**src/pkg/cbc_params.svh**
```systemverilog
// constants for the card/device control register pair and its host bridge
// assumes inclusion by bare name from package and modules
`ifndef CBC_PARAMS_SVH
`define CBC_PARAMS_SVH
// device register offsets and reset values
`define CBC_OFS_CARD_CTRL 8'h91
`define CBC_OFS_DEV_CTRL  8'h92
`define CBC_CC_RST        8'h00
`define CBC_DC_RST        8'h66
// card control fields
`define CBC_CC_RING       7
`define CBC_CC_RSV_HI     6
`define CBC_CC_AUDIO      2
`define CBC_CC_SPK        1
`define CBC_CC_IFG        0
// device control fields
`define CBC_DC_PWRLOCK    7
`define CBC_DC_CAP3V      6
`define CBC_DC_DIAG       5
`define CBC_DC_WMASK      8'hEF
`define CBC_DC_MODE_HI    2
`define CBC_DC_MODE_LO    1
// host register offsets
`define CBC_H_CMD         8'h00
`define CBC_H_STATUS      8'h04
`define CBC_H_INTST       8'h08
`define CBC_H_INTMSK      8'h0C
// host field positions
`define CBC_CMD_WDATA_LO  8
`define CBC_CMD_WR        16
`define CBC_CMD_FUNC      17
`define CBC_ST_BUSY       8
`define CBC_INT_DONE      0
`define CBC_INT_REFUSED   1
`endif

```
**src/pkg/cbc_pkg.sv**
```systemverilog
// types shared by both ends of the card/device control link
// assumes cbc_params.svh on the include path
`include "cbc_params.svh"
package cbc_pkg;
  typedef logic [7:0] cbc_byte_type;
  typedef enum logic [1:0] {
    CBC_MODE_PARALLEL = 2'h0,
    CBC_MODE_RSVD     = 2'h1,
    CBC_MODE_SER_PAR  = 2'h2,
    CBC_MODE_SER_ALL  = 2'h3
  } cbc_int_mode_type;
  typedef enum logic [0:0] {
    CBC_HS_IDLE = 1'h0,
    CBC_HS_WAIT = 1'h1
  } cbc_host_state_type;
endpackage

```
**src/pkg/cbc_link_if.sv**
```systemverilog
// configuration access link between host bridge and device end
// assumes both ends on one clock; no clocking block
`timescale 1ns/1ps
interface cbc_link_if;
  logic                 req;
  logic                 wr;
  logic                 func;
  cbc_pkg::cbc_byte_type addr;
  cbc_pkg::cbc_byte_type wdata;
  logic                 ack;
  cbc_pkg::cbc_byte_type rdata;
  modport dev  (input req, wr, func, addr, wdata, output ack, rdata);
  modport host (output req, wr, func, addr, wdata, input ack, rdata);
endinterface

```
**src/rtl/cbc_card_dev.sv**
```systemverilog
// card control and device control registers of a two-function bridge
// assumes arst_n is the global reset; link driven by cbc_ahb_host
`timescale 1ns/1ps
`include "cbc_params.svh"

// Operation
// - ring enable bit gates ring indicate output
// - ring enable shared by both functions
// - software keeps card bits 6..3 unchanged
// - audio route bit 2 at zero drives pwm terminal
// - both routing: function 0 audio wins
// - speaker enable outputs XOR of sockets
// - speaker output drives only when enabled
// - per-socket interrupt flag set by card
// - writing one clears flag, zero keeps
// - registers reset only by global reset
// - global bits accessed via either function
// - power lock blocks power-down in D3
// - device bit 6 forces 3-V capable
// - diagnostic bit 5 writable, resets one
// - device bit 4 reads zero
// - software writes zero to test bit 3
// - bits 2..1 select interrupt signalling
// - software writes zero to bit 0
module cbc_card_dev (
  input  wire logic        clk,
  input  wire logic        arst_n,
  input  wire logic        linkRst,
  cbc_link_if.dev          link,
  input  wire logic [1:0]  cardIrq,
  input  wire logic [1:0]  ringIn,
  input  wire logic [1:0]  cardSpeakerIn,
  input  wire logic [1:0]  cardAudioSignal,
  input  wire logic [1:0]  powerDownReq,
  input  wire logic        inD3,
  output logic             ringIndicateOut,
  output logic             speakerOutputO,
  output logic             speakerOutputOe,
  output logic             cardAudioPwmO,
  output logic             cardAudioPwmOe,
  output logic [1:0]       powerDownOk,
  output logic             threeVoltCapable,
  output logic             diagIoBit,
  output logic             parallelIntEn,
  output logic             serialIrqEn,
  output logic             serialPciIntEn,
  output logic [1:0]       cardInterruptFlag
);
  import cbc_pkg::*;

  //--------------------------------------------------
  // pin synchronisers
  //--------------------------------------------------
  logic [7:0] pinA_q;
  logic [7:0] pinB_q;
  logic [1:0] irqPrev_q;
  wire  [7:0] pinRaw = {cardAudioSignal, cardSpeakerIn, ringIn, cardIrq};
  wire  [1:0] irqS   = pinB_q[1:0];
  wire  [1:0] ringS  = pinB_q[3:2];
  wire  [1:0] spkS   = pinB_q[5:4];
  wire  [1:0] audS   = pinB_q[7:6];
  // rising edge of a synced card interrupt
  wire  [1:0] irqRise = irqS & ~irqPrev_q;

  always_ff @(posedge clk or negedge arst_n) begin
    if (!arst_n) begin
      pinA_q    <= '0;
      pinB_q    <= '0;
      irqPrev_q <= '0;
    end else begin
      pinA_q    <= pinRaw;
      pinB_q    <= pinA_q;
      irqPrev_q <= irqS;
    end
  end

  //--------------------------------------------------
  // link access decode
  //--------------------------------------------------
  logic       ack_q;
  cbc_byte_type rdata_q;
  // one take per request; the pending ack blocks a second
  wire  take = link.req & ~ack_q;
  wire  isCc = link.addr == `CBC_OFS_CARD_CTRL;
  wire  isDc = link.addr == `CBC_OFS_DEV_CTRL;
  wire  wrCc = take & link.wr & isCc;
  wire  wrDc = take & link.wr & isDc;

  //--------------------------------------------------
  // register state
  //--------------------------------------------------
  logic       ring_q;
  cbc_byte_type dc_q;
  cbc_byte_type cc_q [2];
  cbc_byte_type cc_d [2];
  logic [1:0] ifgClr;

  // ring enable is one bit whatever function writes it
  wire ring_d = wrCc ? link.wdata[`CBC_CC_RING] : ring_q;
  // bit 4 is not stored, all others follow the write
  wire [7:0] dc_d = wrDc ? (link.wdata & `CBC_DC_WMASK) : dc_q;

  genvar f;
  generate
    for (f = 0; f < 2; f++) begin : gFunc
      assign ifgClr[f] = wrCc & (link.func == 1'(f)) & link.wdata[`CBC_CC_IFG];
      always_comb begin
        cc_d[f] = cc_q[f];
        if (wrCc && link.func == 1'(f)) begin
          cc_d[f][`CBC_CC_RSV_HI:`CBC_CC_SPK] = link.wdata[`CBC_CC_RSV_HI:`CBC_CC_SPK];
        end
        cc_d[f][`CBC_CC_RING] = 1'b0;
        // a new card interrupt beats a clear in the same cycle
        cc_d[f][`CBC_CC_IFG] = irqRise[f] | (cc_q[f][`CBC_CC_IFG] & ~ifgClr[f]);
      end
      // only the global reset touches the stored bits
      always_ff @(posedge clk or negedge arst_n) begin
        if (!arst_n) begin
          cc_q[f] <= `CBC_CC_RST;
        end else begin
          cc_q[f] <= cc_d[f];
        end
      end
    end
  endgenerate

  always_ff @(posedge clk or negedge arst_n) begin
    if (!arst_n) begin
      ring_q <= 1'b0;
      dc_q   <= `CBC_DC_RST;
    end else begin
      ring_q <= ring_d;
      dc_q   <= dc_d;
    end
  end

  //--------------------------------------------------
  // link answer
  //--------------------------------------------------
  // global bits read the same through either function
  wire [7:0] ccRead = {ring_q, cc_q[link.func][`CBC_CC_RSV_HI:0]};
  wire [7:0] rdMux  = isCc ? ccRead : (isDc ? dc_q : 8'h00);

  // the link reset restarts the handshake only
  always_ff @(posedge clk or negedge arst_n) begin
    if (!arst_n) begin
      ack_q   <= 1'b0;
      rdata_q <= 8'h00;
    end else if (linkRst) begin
      ack_q   <= 1'b0;
      rdata_q <= 8'h00;
    end else begin
      ack_q   <= take;
      if (take) begin
        rdata_q <= rdMux;
      end
    end
  end

  assign link.ack   = ack_q;
  assign link.rdata = rdata_q;

  //--------------------------------------------------
  // terminal functions
  //--------------------------------------------------
  // per-function enables of the shared terminals
  wire [1:0] spkEn = {cc_q[1][`CBC_CC_SPK], cc_q[0][`CBC_CC_SPK]};
  wire [1:0] audEn = {~cc_q[1][`CBC_CC_AUDIO], ~cc_q[0][`CBC_CC_AUDIO]};
  wire       spkOn = |spkEn;
  wire       audOn = |audEn;
  // function 0 has priority when both route audio
  wire       audPick = audEn[0] ? audS[0] : audS[1];
  wire [1:0] mode = dc_q[`CBC_DC_MODE_HI:`CBC_DC_MODE_LO];
  wire       lockD3 = dc_q[`CBC_DC_PWRLOCK] & inD3;

  always_ff @(posedge clk or negedge arst_n) begin
    if (!arst_n) begin
      ringIndicateOut   <= 1'b0;
      speakerOutputO    <= 1'b0;
      speakerOutputOe   <= 1'b0;
      cardAudioPwmO     <= 1'b0;
      cardAudioPwmOe    <= 1'b0;
      powerDownOk       <= 2'h0;
      threeVoltCapable  <= 1'b0;
      diagIoBit         <= 1'b0;
      parallelIntEn     <= 1'b0;
      serialIrqEn       <= 1'b0;
      serialPciIntEn    <= 1'b0;
      cardInterruptFlag <= 2'h0;
    end else begin
      ringIndicateOut   <= ring_q & (|ringS);
      speakerOutputOe   <= spkOn;
      speakerOutputO    <= spkOn & (spkS[0] ^ spkS[1]);
      cardAudioPwmOe    <= audOn;
      cardAudioPwmO     <= audOn & audPick;
      powerDownOk       <= powerDownReq & {2{~lockD3}};
      threeVoltCapable  <= dc_q[`CBC_DC_CAP3V];
      diagIoBit         <= dc_q[`CBC_DC_DIAG];
      // reserved code behaves as parallel only
      parallelIntEn     <= (mode != CBC_MODE_SER_ALL);
      serialIrqEn       <= mode[1];
      serialPciIntEn    <= (mode == CBC_MODE_SER_ALL);
      cardInterruptFlag <= {cc_q[1][`CBC_CC_IFG], cc_q[0][`CBC_CC_IFG]};
    end
  end

endmodule

```
**src/flat_wrapper.sv**
```systemverilog
// flat-port wrapper written by rule: the top's interface ports become plain ports
module cbc_card_dev_flat import cbc_pkg::*;
  (clk, arst_n, linkRst, cardIrq, ringIn, cardSpeakerIn, cardAudioSignal, powerDownReq, inD3, ringIndicateOut, speakerOutputO, speakerOutputOe, cardAudioPwmO, cardAudioPwmOe, powerDownOk, threeVoltCapable, diagIoBit, parallelIntEn, serialIrqEn, serialPciIntEn, cardInterruptFlag, link_req, link_wr, link_func, link_addr, link_wdata, link_ack, link_rdata);
  cbc_link_if link_i ();
  input  wire logic clk;
  input  wire logic arst_n;
  input  wire logic linkRst;
  input  wire logic [1:0] cardIrq;
  input  wire logic [1:0] ringIn;
  input  wire logic [1:0] cardSpeakerIn;
  input  wire logic [1:0] cardAudioSignal;
  input  wire logic [1:0] powerDownReq;
  input  wire logic inD3;
  output logic ringIndicateOut;
  output logic speakerOutputO;
  output logic speakerOutputOe;
  output logic cardAudioPwmO;
  output logic cardAudioPwmOe;
  output logic [1:0] powerDownOk;
  output logic threeVoltCapable;
  output logic diagIoBit;
  output logic parallelIntEn;
  output logic serialIrqEn;
  output logic serialPciIntEn;
  output logic [1:0] cardInterruptFlag;
  input wire logic [$bits(link_i.req)-1:0] link_req;
  input wire logic [$bits(link_i.wr)-1:0] link_wr;
  input wire logic [$bits(link_i.func)-1:0] link_func;
  input wire logic [$bits(link_i.addr)-1:0] link_addr;
  input wire logic [$bits(link_i.wdata)-1:0] link_wdata;
  output wire logic [$bits(link_i.ack)-1:0] link_ack;
  output wire logic [$bits(link_i.rdata)-1:0] link_rdata;
  assign link_i.req = link_req;
  assign link_i.wr = link_wr;
  assign link_i.func = link_func;
  assign link_i.addr = link_addr;
  assign link_i.wdata = link_wdata;
  assign link_ack = link_i.ack;
  assign link_rdata = link_i.rdata;
  cbc_card_dev u_core (.clk(clk), .arst_n(arst_n), .linkRst(linkRst), .link(link_i), .cardIrq(cardIrq), .ringIn(ringIn), .cardSpeakerIn(cardSpeakerIn), .cardAudioSignal(cardAudioSignal), .powerDownReq(powerDownReq), .inD3(inD3), .ringIndicateOut(ringIndicateOut), .speakerOutputO(speakerOutputO), .speakerOutputOe(speakerOutputOe), .cardAudioPwmO(cardAudioPwmO), .cardAudioPwmOe(cardAudioPwmOe), .powerDownOk(powerDownOk), .threeVoltCapable(threeVoltCapable), .diagIoBit(diagIoBit), .parallelIntEn(parallelIntEn), .serialIrqEn(serialIrqEn), .serialPciIntEn(serialPciIntEn), .cardInterruptFlag(cardInterruptFlag));
endmodule
```
**config.mk**
```make
export PLATFORM = sky130hd
export DESIGN_NAME = cbc_card_dev_flat
export DESIGN_NICKNAME = d
export VERILOG_FILES = /design/src/pkg/cbc_pkg.sv /design/src/pkg/cbc_link_if.sv /design/src/rtl/cbc_card_dev.sv /design/src/flat_wrapper.sv
export VERILOG_INCLUDE_DIRS = /design/src /design/src/pkg
export SDC_FILE = /design/constraint.sdc
export NUM_CORES = 1
export LEC_CHECK = 0
export BUFFER_PORTS_ARGS = -buffer_cell sky130_fd_sc_hd__buf_2
export CAP_MARGIN = 5
export CORE_ASPECT_RATIO = 0.9
export CORE_MARGIN = 10
export CORE_UTILIZATION = 50
export CTS_CLUSTER_SIZE = 20
export DETAILED_ROUTE_END_ITERATION = 8
export PLACE_DENSITY = 0.85
export SYNTH_ARGS = -nofsm -noshare
export SYNTH_HDL_FRONTEND = slang
export SYNTH_SLANG_ARGS = --single-unit
```
**constraint.sdc**
```tcl
create_clock -name clk -period 4.7 [get_ports clk]
set_clock_uncertainty 0.2 [all_clocks]
set_input_delay 1.41 -clock clk [delete_from_list [all_inputs] [get_ports clk]]
set_output_delay 1.41 -clock clk [all_outputs]
set_load 0.01 [all_outputs]
```
==> results of run 1 <==
[cells by family after synthesis]
logic type,after synthesis
simple gates,34
compound gates,14
buf+inv,14
mux,27
flops,63
xor+xnor,1
[cells in the mapped netlist, drive strengths merged (3+ instances only)]
library cell / number / area, um2
dfrtp: 59 / 1480
mux2: 20 / 225
inv: 12 / 45.0
nand3b: 10 / 75.1
mux2i: 7 / 70.1
o221ai: 7 / 61.3
dfstp: 4 / 105
nor2b: 4 / 25.0
nand2: 3 / 11.3
nand4: 3 / 18.8
o21ai: 3 / 15.0
[through the flow]
| step | utilization | hold WS, ns | cell area [um2] |
|---|---|---|---|
| 6_report | 0.639 | 0.148 | 2850 |
| 5_1_grt | 0.639 | 0.155 | 2850 |
| 4_1_cts | 0.639 | 0.151 | 2850 |
| 3_5_place_dp | 0.597 | 0.136 | 2660 |
| 3_3_place_gp | 0.597 | 0.133 | 2660 |
| 2_1_floorplan | - | 0.131 | 2310 |
[per-layer routing]
metal / GRT usage / wire [um] / part of all wire
met1: 0.149 / 1990 / 0.42
met2: 0.196 / 2280 / 0.48
met3: 0.0632 / 379 / 0.081
met4: 0.0469 / 56 / 0.012
met5: 0 / 0 / 0
[power by group through the flow]
stage | Sequential, mW | Combinational [mW] | Clock [mW]
after global routing | 0.563 | 0.0587 | 0.467
after floorplan | 0.572 | 0.0176 | 0
after CTS | 0.562 | 0.0532 | 0.442
after detailed placement | 0.572 | 0.0530 | 0
final | 0.562 | 0.0523 | 0.427
after global placement | 0.571 | 0.0514 | 0
[cell type report]
cell class | instances | area, um2
Fill cell | 353 | 1610
Inverter | 12 | 45.0
Tap cell | 62 | 77.6
Sequential cell | 63 | 1580
Multi-Input combinational cell | 76 | 674
Timing Repair Buffer | 56 | 283
Clock buffer | 16 | 190
[critical path: stages]
cell	delay [ns]
buf_2	0.10
or4b_4	0.59
nor4_4	0.52
mux2_2	0.39
[state kept, by name, indices dropped and copies added (netlist names)]
name / cells
u_core.cardAudioPwmOe: 1
u_core.threeVoltCapable: 1
u_core.link.rdata: 8
u_core.diagIoBit: 1
u_core.serialIrqEn: 1
u_core.ring_q: 1
u_core.irqPrev_q: 2
u_core.link.ack: 1
u_core.cc_q: 14
u_core.cardInterruptFlag: 2
u_core.dc_q: 7
u_core.cardAudioPwmO: 1
u_core.ringIndicateOut: 1
u_core.parallelIntEn: 1
u_core.serialPciIntEn: 1
u_core.speakerOutputO: 1
u_core.pinB_q: 8
u_core.powerDownOk: 2
u_core.speakerOutputOe: 1
u_core.pinA_q: 8
[final timing paths]
kind	startpoint	endpoint	slack, ns	cells after the start
worst max-delay path	link_addr[3]	u_core.cc_q[6]	1.69	4
worst min-delay path	u_core.pinA_q[5]	u_core.pinB_q[5]	0.15	0
worst max register to register	u_core.link.ack	u_core.cc_q[6]	2.52	3
worst min register to register	u_core.pinA_q[5]	u_core.pinB_q[5]	0.15	0
max in group asynchronous	arst_n	u_core.dc_q[7]	2.48	2
min in group asynchronous	arst_n	u_core.pinA_q[2]	1.03	1
==> impl_metrics.py, run 1 <==
metrics = {
    "run_status": {
        "status": "finished clean",
    },
    "layout": {
        "diodes": 0,
        "final_common_cell": "dfrtp_1",
        "drive_above_1_share": 0.435,
        "fin_nets": 251,
        "syn_to_final_growth_pct": 23.5,
        "finalNonFillerCells": 285,
        "mostFrequentLayoutCells": "59 x dfrtp_1, 55 x buf_2, 20 x mux2_2",
    },
    "floorplanning": {
        "rows": 23,
        "die_y_um": 84.5,
        "io_pins": 56,
        "fp.coreArea_mm2": 0.00446,
        "die-area_mm2": 0.00774,
        "fp.dieW_um": 91.6,
        "start_util": 0.518,
    },
    "placement": {
        "dp_cells": 269,
        "dp_hpwl_um": 3480,
        "post-place-ws_ns": 1.36,
        "io_buffers": 55,
        "place_congestion": 0.797,
    },
    "synthesis": {
        "synth_warnings": 0,
        "synth_cell_types": 28,
        "yosys.area_share.simple": 0.113,
        "syn_inst": 153,
        "synthArstFlopShare": 1.00,
        "avgSynthCellArea_um2": 15.1,
        "synth_fa_ha_area_frac": 0,
        "synth_xor_area_frac": 0.00379,
        "netlist_area_mm2": 0.00231,
        "synth-main-ff-cell": "dfrtp_1",
        "ys_ff_latch": 63,
        "muxShareOfSynthArea": 0.128,
        "syn_nets": 186,
        "synth_top_family_by_area": "multiplexers",
        "synth_compound_area_frac": 0.0471,
        "synth_edf_count": 0,
        "yosysSeqAreaShare": 0.685,
    },
    "grt": {
        "grt_use_total": 0.127,
        "grt_antenna_before_repair": 0,
        "grt_first_pass_wirelength_um": 7730,
        "grt_overflow": 0,
        "grt_pass1_vias": 1566,
        "grt_max_degree": 46,
    },
    "worst_setup_path": {
        "worstSetupEndpointType": "flip-flop",
        "start_kind": "input port",
        "critical_path_class": "input port to flip-flop",
        "cp_max_fo": 6,
        "worstPathRequired_ns": 4.71,
        "crit_arrival_ns": 3.02,
    },
    "detailed_routing": {
        "drtPass1Iterations": 4,
        "drc": 0,
        "route.vias.total": 1476,
        "antenna_left": 0,
        "routed_wl_um": 4700,
        "via_per_inst": 5.18,
        "route.detailed.wl_per_inst_um": 16.5,
        "drtIter0Drc": 31,
    },
    "pwr": {
        "p_int_mw": 0.828,
        "swShare": 0.205,
        "p_clk_frac": 0.410,
        "p_per_area_mw_per_mm2": 365,
        "ir_drop_mv": 0.237,
        "power_leakage_nw": 1.39,
        "power_mw": 1.04,
        "power_switching_mw": 0.214,
        "comb_power_share": 0.050,
        "seqPwrFrac": 0.540,
    },
    "sta": {
        "setup_violations": 0,
        "setup_tns_ns": 0,
        "relSlewSlack": 0.365,
        "fin_crit_sh": 0.640,
        "rsz0062_at_grt": "no",
        "tightest_slew_ns": 0.952,
        "hold_viol_final": 0,
        "fmax_mhz": 333,
        "fin_ws_ns": 1.69,
        "slew_viol_final": 0,
        "fin_crit_ns": 3.01,
    },
    "clock_network": {
        "clockBufferDepth": 2,
        "cts-root-buf": "clkbuf_8",
        "numCtsBuffers": 9,
        "cts_hold_buffers": 0,
        "cts_max_level": 3,
        "cts_num_sinks": 63,
        "cts.repair.resized": 0,
        "tritoncts": "done",
        "post_cts_buffers": 0,
        "clk_pin_slew_ns": 0.06,
        "clkLatencyLatePin_ns": 0.33,
    },
    "min_path": {
        "hold_path.class": "flip-flop to flip-flop",
    },
    "job": {
        "drv_cap": 0,
    },
}
Power figures use the tool's default switching activity.
==> run 2: changes to the inputs <==
==> constraint.sdc (replaced) <==
create_clock -name clk -period 3.1 [get_ports clk]
set_clock_uncertainty 0.2 [all_clocks]
set_input_delay 0.93 -clock clk [delete_from_list [all_inputs] [get_ports clk]]
set_output_delay 0.93 -clock clk [all_outputs]
set_load 0.01 [all_outputs]
==> run 2 against run 1 <==
Net effect:
- sequential share of layout area decreased by 0.65 points
- cell count increased by 0.70%
- clock power increased by 68%
- critical path type unchanged
==> impl_metrics.py, run 2 (same netlist as run 1, synthesis figures left out) <==
metrics = {
    "run_status": {
        "status": "finished clean",
    },
    "detailed_routing": {
        "route.vias.total": 1476,
        "antenna_left": 0,
        "drtIter0Drc": 125,
        "routed_wl_um": 4730,
        "via_per_inst": 5.14,
        "drc": 0,
        "route.detailed.wl_per_inst_um": 16.5,
        "drtPass1Iterations": 4,
    },
    "placement": {
        "place_congestion": 0.777,
        "dp_cells": 271,
        "io_buffers": 55,
        "placed_area_mm2": 0.00268,
        "dp_hpwl_um": 3320,
    },
    "sta": {
        "fmax_mhz": 390,
        "setup_violations": 0,
        "hold_viol_final": 0,
        "tightest_slew_ns": 0.772,
        "relSlewSlack": 0.486,
        "fin_crit_sh": 0.826,
        "slew_viol_final": 0,
        "fin_crit_ns": 2.56,
        "setup_tns_ns": 0,
        "rsz0062_at_grt": "no",
    },
    "clock_network": {
        "cts_num_sinks": 63,
        "numCtsBuffers": 9,
        "cts-root-buf": "clkbuf_8",
        "clkLatencyLatePin_ns": 0.32,
        "clk_pin_slew_ns": 0.07,
        "tritoncts": "done",
        "clockBufferDepth": 2,
        "post_cts_buffers": 0,
        "cts.repair.resized": 0,
        "cts_hold_buffers": 0,
        "cts_max_level": 3,
    },
    "pwr": {
        "p_per_area_mw_per_mm2": 572,
        "ir_drop_mv": 0.419,
        "power_mw": 1.65,
        "power_leakage_nw": 1.41,
    },
    "grt": {
        "grt_pass1_vias": 1568,
        "grt_max_degree": 64,
        "grt_overflow": 0,
        "grt_use_total": 0.128,
        "grt_first_pass_wirelength_um": 7800,
        "grt_antenna_before_repair": 0,
    },
    "layout": {
        "final_area_mm2": 0.00289,
        "diodes": 0,
        "fin_nets": 253,
        "finalNonFillerCells": 287,
        "syn_to_final_growth_pct": 24.9,
        "post-route-util": 0.647,
        "largest_reg_flops": 14,
        "final_common_cell": "dfrtp_1",
        "drive_above_1_share": 0.449,
        "mostFrequentLayoutCells": "59 x dfrtp_1, 55 x buf_2, 20 x mux2_2",
        "regMostFlops": "u_core.cc_q",
    },
    "worst_setup_path": {
        "crit_arrival_ns": 2.57,
        "critical_path_class": "input port to flip-flop",
        "crit_start": "link_addr[3]",
        "start_kind": "input port",
        "cp_max_fo": 6,
        "worst_r2r_startpoint": "u_core.link.ack",
        "worstSetupEndpointType": "flip-flop",
        "reg2regPathDepth": 3,
        "worstPathRequired_ns": 3.11,
        "timing.reg2reg.setup_slack_ns": 0.89,
    },
    "min_path": {
        "hold_path.class": "flip-flop to flip-flop",
        "min_from": "u_core.pinA_q[1]",
        "hold_depth": 0,
    },
    "floorplanning": {
        "start_util": 0.518,
        "fp.coreArea_mm2": 0.00446,
        "io_pins": 56,
        "die_y_um": 84.5,
        "fp.dieW_um": 91.6,
        "rows": 23,
        "die-area_mm2": 0.00774,
    },
    "job": {
        "drv_cap": 0,
    },
}
[run 2: cell types whose count changed in the layout (fill, tap and decap cells not counted)]
cell,delta
buf_4,+2
clkbuf_1,-2
clkinv_2,+2
bufinv_16,+1
clkbuf_8,-1
[run 2: layout make-up]
type / instances / area [um2]
repair buffers: 58 / 298
well taps: 62 / 77.6
flip-flops and latches: 63 / 1580
clock buffers: 13 / 169
clock inverters: 3 / 40.0
fillers: 348 / 1580
multi-input cells: 76 / 674
inverters: 12 / 45.0
[run 2: stage by stage]
| step | worst slack (ns) | hold slack, ns |
|---|---|---|
| CTS | 0.548 | 0.151 |
| detailed placement | 0.250 | 0.137 |
| global placement | 0.269 | 0.132 |
| global route | 0.534 | 0.163 |
| floorplan | 0.496 | 0.131 |
| finish | 0.539 | 0.146 |
[run 2: where the power goes]
part	switching [mW]	leakage, nW	internal (mW)
logic	0.0460	0.522	0.0324
registers	0.00816	0.784	0.844
clock network	0.284	0.109	0.435
[run 2: worst paths after layout]
path	to
setup / recovery	u_core.cc_q[13]
hold / removal	u_core.pinB_q[1]
setup reg to reg	u_core.cc_q[13]
hold reg to reg	u_core.pinB_q[1]
max in group asynchronous	u_core.pinA_q[4]
min in group asynchronous	u_core.pinB_q[3]
[run 2: routing by layer]
metal,track usage,wire length (um),vias up
met2,0.190,2210,51
li1,-,-,678
met1,0.156,2000,741
met4,0.0469,55,0
met5,0,0,-
met3,0.0658,466,6
[run 2: critical path, stage by stage]
cell and delay, ns:
buf_2 0.10, or4b_4 0.59, nor4_4 0.54, mux2_2 0.41
